### src/hw/stml_consts.svh
/*
 Offsets, field positions, reset values and codes of the timer mode logic.
 Assumes inclusion by bare name from any file that needs them.
*/
`ifndef STML_CONSTS_SVH
`define STML_CONSTS_SVH

// Register offsets (word index on the plain register port)
`define STML_ADDR_CTRL0    3'h0
`define STML_ADDR_CTRL1    3'h1
`define STML_ADDR_COUNT    3'h2
`define STML_ADDR_CMPA     3'h3
`define STML_ADDR_FLAGS    3'h4

// Control zero fields
`define STML_C0_PVAL_LO    0
`define STML_C0_PVAL_HI    2
`define STML_C0_EN         3
`define STML_C0_TRIG_FALL  4

// Control one fields
`define STML_C1_CCLR       0
`define STML_C1_DPX        1
`define STML_C1_POL        2
`define STML_C1_OC         3
`define STML_C1_IO_LO      4
`define STML_C1_IO_HI      5
`define STML_C1_MODE_LO    6
`define STML_C1_MODE_HI    7

// Flag fields
`define STML_FL_A          0
`define STML_FL_P          1

// Widths and values
`define STML_DW            16
`define STML_CNT_ZERO      10'h000
`define STML_P_ZERO        3'h0
`define STML_LOW7_ZERO     7'h00
`define STML_CNT_ONE       10'h001
`define STML_FULL_PERIOD   11'h400
`define STML_RD_ZERO       16'h0000
`define STML_C1_RESET      8'h00

// Pin action codes
`define STML_IO_00         2'b00
`define STML_IO_01         2'b01
`define STML_IO_10         2'b10
`define STML_IO_11         2'b11

`endif

### src/hw/stml_pkg.sv
/*
 Types of the timer mode logic.
 Assumes nothing beyond a SystemVerilog compiler.
*/
package stml_pkg;

  typedef enum logic [1:0] {
    STML_MODE_CMP = 2'b00,
    STML_MODE_CAP = 2'b01,
    STML_MODE_PWM = 2'b10,
    STML_MODE_TMR = 2'b11
  } stml_mode_t;

endpackage

### src/hw/stml_timer.sv
/*
 Ten-bit standard timer with compare, timer, PWM, single pulse and capture modes.
 Assumes count_tick is a one-cycle pulse per selected timer clock and all pins
 are synchronous to core_clk.
*/
// Chosen here: the address-and-strobe port and the placing of the registers.
`timescale 1ns/1ps
`include "stml_consts.svh"

module stml_timer
  import stml_pkg::*;
(
  input  wire logic        core_clk,
  input  wire logic        srst,
  input  wire logic [2:0]  reg_addr,
  input  wire logic [15:0] reg_wdata,
  input  wire logic        reg_wr,
  input  wire logic        reg_rd,
  output logic      [15:0] reg_rdata,
  input  wire logic        count_tick,
  input  wire logic        external_trigger_pin,
  input  wire logic        timer_pin_in,
  output logic             timer_pin_out,
  output logic             timer_pin_oe,
  output logic             match_a_flag,
  output logic             match_p_flag
);

  logic             counter_enable_q, counter_enable_d;
  logic [2:0]       compare_p_value_q, compare_p_value_d;
  logic             trig_fall_q, trig_fall_d;
  logic [7:0]       ctrl1_q, ctrl1_d;
  logic [9:0]       cnt_q, cnt_d;
  logic [9:0]       compare_a_value_q, compare_a_value_d;
  logic             flag_a_q, flag_a_d;
  logic             flag_p_q, flag_p_d;
  logic             lvl_q, lvl_d;
  logic             pin_out_q, pin_out_d;
  logic             pin_oe_q, pin_oe_d;
  logic             trig_prev_q, cap_prev_q;
  logic [15:0]      rdata_q, rdata_d;

  stml_mode_t       mode;
  logic [1:0]       pin_action;
  logic             output_initial_level, output_invert;
  logic             period_duty_swap, clear_source_select;
  logic [9:0]       cnt_next;
  logic             tick, p_hit, a_hit, single, trig_edge, cap_fire;
  logic             en_rise, cnt_clear, set_a, set_p;
  logic [10:0]      p_span, duty_val;
  logic             pwm_on, wr_c0, wr_c1, wr_a, wr_fl;

  // Decoded control fields
  always_comb begin
    mode                 = stml_mode_t'(ctrl1_q[`STML_C1_MODE_HI:`STML_C1_MODE_LO]);
    pin_action           = ctrl1_q[`STML_C1_IO_HI:`STML_C1_IO_LO];
    output_initial_level = ctrl1_q[`STML_C1_OC];
    output_invert        = ctrl1_q[`STML_C1_POL];
    period_duty_swap     = ctrl1_q[`STML_C1_DPX];
    clear_source_select  = ctrl1_q[`STML_C1_CCLR];
    wr_c0 = reg_wr && (reg_addr == `STML_ADDR_CTRL0);
    wr_c1 = reg_wr && (reg_addr == `STML_ADDR_CTRL1);
    wr_a  = reg_wr && (reg_addr == `STML_ADDR_CMPA);
    wr_fl = reg_wr && (reg_addr == `STML_ADDR_FLAGS);
  end

  // Match and edge detection
  always_comb begin
    tick     = count_tick && counter_enable_q;
    cnt_next = cnt_q + `STML_CNT_ONE;
    // Top three bits against P; P zero hits on wrap
    p_hit    = tick && (cnt_next[6:0] == `STML_LOW7_ZERO)
               && (cnt_next[9:7] == compare_p_value_q);
    a_hit    = tick && (cnt_next == compare_a_value_q);
    single   = (mode == STML_MODE_PWM) && (pin_action == `STML_IO_11);
    trig_edge = trig_fall_q ? (trig_prev_q && !external_trigger_pin)
                            : (!trig_prev_q && external_trigger_pin);
    case (pin_action)
      `STML_IO_00: cap_fire = !cap_prev_q && timer_pin_in;
      `STML_IO_01: cap_fire = cap_prev_q && !timer_pin_in;
      `STML_IO_10: cap_fire = cap_prev_q != timer_pin_in;
      default:     cap_fire = 1'b0;
    endcase
    cap_fire = cap_fire && counter_enable_q && (mode == STML_MODE_CAP);
    p_span   = (compare_p_value_q == `STML_P_ZERO) ? `STML_FULL_PERIOD
               : {1'b0, compare_p_value_q, `STML_LOW7_ZERO};
  end

  // Enable, counter, flags and capture
  always_comb begin
    counter_enable_d  = counter_enable_q;
    compare_p_value_d = compare_p_value_q;
    trig_fall_d       = trig_fall_q;
    ctrl1_d           = ctrl1_q;
    compare_a_value_d = compare_a_value_q;
    if (wr_c0) begin
      counter_enable_d  = reg_wdata[`STML_C0_EN];
      compare_p_value_d = reg_wdata[`STML_C0_PVAL_HI:`STML_C0_PVAL_LO];
      trig_fall_d       = reg_wdata[`STML_C0_TRIG_FALL];
    end
    if (wr_c1) begin
      ctrl1_d = reg_wdata[7:0];
    end
    if (single && trig_edge && !counter_enable_q) begin
      counter_enable_d = 1'b1;
    end
    if (single && a_hit) begin
      counter_enable_d = 1'b0;
    end
    en_rise = counter_enable_d && !counter_enable_q;
    case (mode)
      STML_MODE_CMP, STML_MODE_TMR: begin
        cnt_clear = clear_source_select ? a_hit : p_hit;
        set_a     = a_hit;
        set_p     = p_hit && !clear_source_select;
      end
      STML_MODE_PWM: begin
        cnt_clear = single ? 1'b0
                    : (period_duty_swap ? a_hit : p_hit);
        set_a     = a_hit;
        set_p     = p_hit && !single;
      end
      STML_MODE_CAP: begin
        cnt_clear = p_hit;
        set_a     = cap_fire;
        set_p     = p_hit;
      end
      default: begin
        cnt_clear = 1'b0;
        set_a     = 1'b0;
        set_p     = 1'b0;
      end
    endcase
    if (en_rise) begin
      cnt_d = `STML_CNT_ZERO;
    end else if (tick) begin
      cnt_d = cnt_clear ? `STML_CNT_ZERO : cnt_next;
    end else begin
      cnt_d = cnt_q;
    end
    if (wr_a) begin
      compare_a_value_d = reg_wdata[9:0];
    end
    if (cap_fire) begin
      compare_a_value_d = cnt_q;
    end
    // Set beats a clear in the same cycle
    flag_a_d = (flag_a_q && !(wr_fl && reg_wdata[`STML_FL_A])) || set_a;
    flag_p_d = (flag_p_q && !(wr_fl && reg_wdata[`STML_FL_P])) || set_p;
  end

  // Pin drive
  always_comb begin
    lvl_d = lvl_q;
    if (en_rise) begin
      lvl_d = output_initial_level;
    end else if ((mode == STML_MODE_CMP) && a_hit) begin
      case (pin_action)
        `STML_IO_01: lvl_d = 1'b0;
        `STML_IO_10: lvl_d = 1'b1;
        `STML_IO_11: lvl_d = !lvl_q;
        default:     lvl_d = lvl_q;
      endcase
    end
    duty_val = period_duty_swap ? p_span
               : {1'b0, compare_a_value_d};
    pwm_on   = {1'b0, cnt_d} < duty_val;
    pin_out_d = pin_out_q;
    pin_oe_d  = 1'b0;
    case (mode)
      STML_MODE_CMP: begin
        pin_out_d = lvl_d ^ output_invert;
        pin_oe_d  = 1'b1;
      end
      STML_MODE_PWM: begin
        pin_oe_d = 1'b1;
        case (pin_action)
          `STML_IO_00: pin_out_d = !output_initial_level ^ output_invert;
          `STML_IO_01: pin_out_d = output_initial_level ^ output_invert;
          `STML_IO_10: pin_out_d = (pwm_on ? output_initial_level
                                           : !output_initial_level) ^ output_invert;
          default:     pin_out_d = (counter_enable_d ? output_initial_level
                                   : !output_initial_level) ^ output_invert;
        endcase
      end
      default: begin
        pin_out_d = pin_out_q;
        pin_oe_d  = 1'b0;
      end
    endcase
  end

  // Read port
  always_comb begin
    rdata_d = `STML_RD_ZERO;
    if (reg_rd) begin
      case (reg_addr)
        `STML_ADDR_CTRL0: begin
          rdata_d[`STML_C0_PVAL_HI:`STML_C0_PVAL_LO] = compare_p_value_q;
          rdata_d[`STML_C0_EN]                       = counter_enable_q;
          rdata_d[`STML_C0_TRIG_FALL]                = trig_fall_q;
        end
        `STML_ADDR_CTRL1: rdata_d[7:0] = ctrl1_q;
        `STML_ADDR_COUNT: rdata_d[9:0] = cnt_q;
        `STML_ADDR_CMPA:  rdata_d[9:0] = compare_a_value_q;
        `STML_ADDR_FLAGS: begin
          rdata_d[`STML_FL_A] = flag_a_q;
          rdata_d[`STML_FL_P] = flag_p_q;
        end
        default: rdata_d = `STML_RD_ZERO;
      endcase
    end
  end

  always_ff @(posedge core_clk) begin
    if (srst) begin
      counter_enable_q  <= 1'b0;
      compare_p_value_q <= `STML_P_ZERO;
      trig_fall_q       <= 1'b0;
      ctrl1_q           <= `STML_C1_RESET;
      cnt_q             <= `STML_CNT_ZERO;
      compare_a_value_q <= `STML_CNT_ZERO;
      flag_a_q          <= 1'b0;
      flag_p_q          <= 1'b0;
      lvl_q             <= 1'b0;
      pin_out_q         <= 1'b0;
      pin_oe_q          <= 1'b0;
      trig_prev_q       <= 1'b0;
      cap_prev_q        <= 1'b0;
      rdata_q           <= `STML_RD_ZERO;
    end else begin
      counter_enable_q  <= counter_enable_d;
      compare_p_value_q <= compare_p_value_d;
      trig_fall_q       <= trig_fall_d;
      ctrl1_q           <= ctrl1_d;
      cnt_q             <= cnt_d;
      compare_a_value_q <= compare_a_value_d;
      flag_a_q          <= flag_a_d;
      flag_p_q          <= flag_p_d;
      lvl_q             <= lvl_d;
      pin_out_q         <= pin_out_d;
      pin_oe_q          <= pin_oe_d;
      trig_prev_q       <= external_trigger_pin;
      cap_prev_q        <= timer_pin_in;
      rdata_q           <= rdata_d;
    end
  end

  assign reg_rdata     = rdata_q;
  assign timer_pin_out = pin_out_q;
  assign timer_pin_oe  = pin_oe_q;
  assign match_a_flag  = flag_a_q;
  assign match_p_flag  = flag_p_q;
endmodule

### config.mk
export PLATFORM = sky130hd
export DESIGN_NAME = stml_timer
export DESIGN_NICKNAME = d
export VERILOG_FILES = /design/src/hw/stml_pkg.sv /design/src/hw/stml_timer.sv
export VERILOG_INCLUDE_DIRS = /design/src /design/src/hw
export SDC_FILE = /design/constraint.sdc
export NUM_CORES = 1
export LEC_CHECK = 0
export BUFFER_PORTS_ARGS = -buffer_cell sky130_fd_sc_hd__clkbuf_2
export CORE_ASPECT_RATIO = 1.1
export CORE_MARGIN = 3
export CORE_UTILIZATION = 53
export CTS_CLUSTER_SIZE = 24
export DETAILED_ROUTE_END_ITERATION = 6
export PLACE_DENSITY = 0.77
export SLEW_MARGIN = 20
export SYNTH_ARGS = -nofsm -noshare
export SYNTH_HDL_FRONTEND = slang
export SYNTH_SLANG_ARGS = --single-unit
### constraint.sdc
create_clock -name core_clk -period 4 [get_ports core_clk]
set_input_delay 0.2 -clock core_clk [delete_from_list [all_inputs] [get_ports core_clk]]
set_output_delay 0.2 -clock core_clk [all_outputs]
set_load 0.05 [all_outputs]
# Word level (Yosys, flattened, before mapping)
# Cells that the tools add are included.
# classes
addsub	1
magnitude_cmp	1
n_eq_ne	13
muxes	30
n_bitwise	6
reduce_logical	49
# ops
op	count
$mux 10	5
$logic_and 1x1->1	26
$mux 11	2
$pmux 1 s3	5
$mux 1	12
$pmux 3 s4	1
$logic_not 1->1	11
$lt 10x11->1	1
$add 10x1->10 const B	1
$eq 10x10->1	1
$pmux 2 s5	1
$pmux 3 s3	1
$eq 2x2->1 const B	4
$logic_not 7->1	1
$eq 3x2->1 const B	2
$logic_not 3->1	2
$reduce_or 2->1	3
$xor 1x1->1	5
$eq 2x1->1 const B	2
$logic_not 2->1	2
$pmux 1 s2	2
$pmux 2 s2	1
$eq 3x1->1 const B	1
$eq 3x3->1	1
6 further kinds	7
# word_totals
ff_bits	56
inputBits	26
wordCells	115

# Logic depth before layout (Yosys ltp)
# depth
ltp_word	15
mapped_depth	19

# Worst setup path before layout
# Ideal clock, no wire load.
# synth_path
path_type	register to register
from	reg cnt_q[0]
to	reg pin_out_q (netlist: timer_pin_out)
setup_ps	88
t_arrival_ps	4055
t_required_ps	3912
path_slack_ps	-143
stages_incl_launch_ff	19
cell_sequence	dfxtp_1 ha_1 clkbuf_1 nand3_1 a21oi_1 nor4_2 o221ai_2 o41ai_2 nor2_2 a32o_1 ha_1 a21o_1 a21o_1 a2111oi_0 o21bai_1 a211o_1 and3b_1 and3_1 nor4_2
# synth_between
elab_chain_cells	15
# synth_lines
element	line_no	rtl
start: declaration	stml_timer.sv:33	logic [9:0] cnt_q, cnt_d;
start signal: assignment	stml_timer.sv:221	cnt_q <= `STML_CNT_ZERO;
start signal: assignment	stml_timer.sv:236	cnt_q <= cnt_d;
$add 10x1->10 (no source line) *	--	
$logic_not 7->1 (no source line)	--	
$logic_and 1x1->1 (2 in a row)	stml_timer.sv:72	p_hit = tick && (cnt_next[6:0] == `STML_LOW7_ZERO)
$mux 1	stml_timer.sv:119	: (period_duty_swap ? a_hit : p_hit);
$mux 1	stml_timer.sv:118	cnt_clear = single ? 1'b0
$pmux 1 s3	stml_timer.sv:111	case (mode)
$mux 10	stml_timer.sv:137	cnt_d = cnt_clear ? `STML_CNT_ZERO : cnt_next;
$mux 10	stml_timer.sv:136	end else if (tick) begin
$mux 10 *	stml_timer.sv:134	if (en_rise) begin
named net cnt_d[4]	stml_timer.sv:33	
$lt 10x11->1 *	stml_timer.sv:167	pwm_on = {1'b0, cnt_d} < duty_val;
$mux 1 *	stml_timer.sv:180	`STML_IO_10: pin_out_d = (pwm_on ? output_initial_level
$xor 1x1->1 *	stml_timer.sv:181	: !output_initial_level) ^ output_invert;
$pmux 1 s3 *	stml_timer.sv:177	case (pin_action)
$pmux 1 s2 *	stml_timer.sv:170	case (mode)
end signal: assignment	stml_timer.sv:241	pin_out_q <= pin_out_d;
end: declaration	stml_timer.sv:38	logic pin_out_q, pin_out_d;
# Mark *: on every way through the listed nets, which the timed path passes. The rest lies on a longest branch.
# A chain may end at the register's enable or synchronous reset.

# Final worst setup path
# layout_path
from	reg cnt_q[1]
to	reg pin_out_q (netlist: timer_pin_out)
# The elaborated chain is that of the path after synthesis.

==> out/qor.yml <==
status: "finished with violations"
cp.arrival_ns: 4.31
io_buffers: 33
start_util: 0.560
ys_warn_count: 0
place_congestion: 0.965
track_usage: 0.279
final_common_cell: "buf_4"
worst_slew_pin_slew_ns: 0.844
end_kind: "register"
maxCapViolCount: 0
clkPwrFrac: 0.378
grt_pass1_wl_mm: 17.0
synth-seq-cells: 50
cts_buffer_depth: 2
cts-root-buf: "clkbuf_8"
cts_tree: "built"
rr_startpoint: "cnt_q[1]"
yosys.area.top_type: "dfxtp_1"
power_mw: 1.04
grt_max_degree: 38
post-route-min-period_ns: 4.08
hpwl_mm: 8.17
avgSynthCellArea_sq_um: 8.20
holdBufCountCts: 0
swShare: 0.267
ir_worst_vdd_mv: 0.178
hold_slack_ns: 0.122
skew_ns: 0.0103
die_width_um: 83.9
drc_errors: 0
wl_per_cell_um: 18.7
seqPwrFrac: 0.495
drt-total-wl_mm: 11.1
min_path_type: "input pin to register"
rows: 30
multi_input_area_sq_um: 2470
p_sw_mw: 0.277
worstPathMaxFanout: 7
vias: 3705
cp-start-kind: "register"
clk_latency_ns: 0.31
die_h_um: 91.6
hold_depth: 2
die_area_sq_um: 7680
syn-instance-count: 431
synth_edf_count: 0
ios: 46
synth_ff_type: "dfxtp_1"
grt_overflow: 0
final_max_slew_viol_count: 0
slew_headroom: 0.437
first_iter_violations: 295
timing.final.crit_share: 1.02
hold_path_startpoint: "external_trigger_pin"
drive_gt1_frac: 0.316
htree_levels: 2
n_fill_cell: 478
synth_area_leaders: "dfxtp_1, nor2_1, mux2i_1, ha_1, a21oi_1"
clock-sinks: 50
critPathMaxStageDelay_ns: 0.43
rsz0062_at_grt: "yes"
firstDrtPassIters: 5
placed_area_sq_um: 4160
synth-seq-area-share: 0.283
fin_area_sq_um: 4480
antenna_found_initial: 0
reg2reg_slack_ns: -0.08
fin_ws_ns: -0.0846
reg2reg_depth: 19
grt_pass1_vias: 3341
final_nets: 557
finalHoldViolCount: 0
register_area_sq_um: 1010
required_ns: 4.22
antenna_cells: 0
cellPowerDensity_nw_per_um2: 231
clkSlewWorstSetupHoldPaths_ns: 0.10
leakagePower_nw: 1.98
final_util: 0.711
layout_common_cells: "buf_4, nor2_1, dfxtp_1"
ant_nets: 0
place_ws_ns: -0.257
cp_cell_sequence: "buf_4, nand3_2, nor2_2, xnor2_1, o22ai_2, o41ai_4, buf_4, nor2_4, buf_6, buf_4, o21ai_1, nand2_1, ha_1, a2111oi_2, o21bai_1, a211o_1, and3b_1, and3_1, nor4_2"
crit_slowest_cell: "o41ai_4"
p_comb_frac: 0.128
area_growth_pct: 26.8
cpMostUsedCell: "buf_4"
numCtsBuffers: 5
p_int_mw: 0.759
avgViaCountPerCell: 6.22
netlist.area_leader.share: 0.283
setup_viol: 1
synthArstFlopShare: 0
max_freq_mhz: 245
ys_types: 69
timing.rr.end: "timer_pin_out"
core_sq_um: 6310
worstSetupPathType: "register to register"
min_to: "trig_prev_q"
violations: "negative setup slack"
synth_area_sq_um: 3530
[layout make-up]
type                    count  area share
flip-flops and latches     50       0.226
multi-input cells         340       0.551
repair buffers            108       0.166
clock buffers               6      0.0184
clock inverters             2     0.00865
well taps                  80      0.0223
inverters                  10     0.00838
[critical path: cells and delay by family (launching register included)]
kind / cells / cell delay [ns]
compound gates: 6 / 1.46
xor+xnor: 1 / 0.20
simple gates: 7 / 0.97
buf+inv: 4 / 0.64
flops: 1 / 0.41
fa+ha+maj: 1 / 0.33
[worst max path at each step]
stage                    endpoint  slack [ns]     start
floorplan           timer_pin_out        0.01  cnt_q[0]
global placement    timer_pin_out       -0.17  cnt_q[0]
detailed placement  timer_pin_out       -0.26  cnt_q[0]
CTS                 timer_pin_out       -0.03  cnt_q[0]
global route        timer_pin_out       -0.25  cnt_q[1]
finish              timer_pin_out       -0.08  cnt_q[1]
[timing repair]
item                                    4_1_cts  5_1_grt
gates resized for setup                      19        6
setup buffers                                 8        4
hold endpoints to repair                      0        0
pin swaps                                    12        4
endpoints found under the setup margin        1        1
[cells by family after synthesis]
logic type,after synthesis,share of synthesized area
DFF,50,0.283
AOI/OAI and AO/OA,96,0.187
and+or+nand+nor,177,0.261
buffers and inverters,46,0.0602
other,1,0.00106
muxes,30,0.104
xor gates and xnor gates,15,0.0471
adders and majority gates,16,0.0567
[sequential cells by signal, summed over array words and instances, names as in the netlist, 3 cells and up]
signal,flops
cnt_q,10
compare_a_value_q,10
reg_rdata,10
ctrl1_q,8
compare_p_value_q,3
[power groups by stage]
stage	clock, mW	combinational, mW	sequential, mW
after floorplan	0	0.0852	0.527
after global placement	0	0.123	0.524
after detailed placement	0	0.124	0.525
after CTS	0.391	0.127	0.512
after global routing	0.406	0.141	0.514
final	0.391	0.132	0.513
[metal layers]
| layer | vias to the layer above | GRT usage | part of all wire |
|---|---|---|---|
| met5 | - | 0 | 0 |
| met4 | 0 | 0.117 | 0.041 |
| met3 | 41 | 0.0476 | 0.078 |
| met2 | 192 | 0.452 | 0.46 |
| met1 | 1763 | 0.368 | 0.42 |
| li1 | 1709 | - | - |
[stage by stage]
step | std cells | TNS (ns)
after CTS | 592 | -0.0325
after global placement | 576 | -0.168
after global routing | 596 | -0.251
final | 596 | -0.0846
after detailed placement | 576 | -0.257
after floorplan | 436 | 0
[cell usage after synthesis, types with 2 or more instances]
cell type,instances
o221a_1,2
a22oi_1,3
nor2b_1,5
buf_2,5
nand4_1,7
o22a_1,2
o311ai_0,2
nand2_1,33
and4_1,2
o21ai_0,7
and3b_1,3
ha_1,16
mux2i_1,22
a31oi_1,6
xnor3_1,2
nand3_1,15
a311oi_1,4
nand2b_1,7
nand3b_1,3
o21ai_1,3
a211o_1,2
a211oi_1,6
or2_2,7
or4_1,2
nor4_2,2
a21o_1,6
mux2_2,3
buf_4,7
xnor2_1,6
xor2_1,6
dfxtp_1,50
and3_1,5
inv_1,10
nor2_1,59
clkbuf_1,22
or3_1,3
o2111ai_1,2
nor3_1,3
a21oi_1,34
o21bai_1,2
and2_1,13
mux4_2,5
Power figures use the tool's default switching activity.
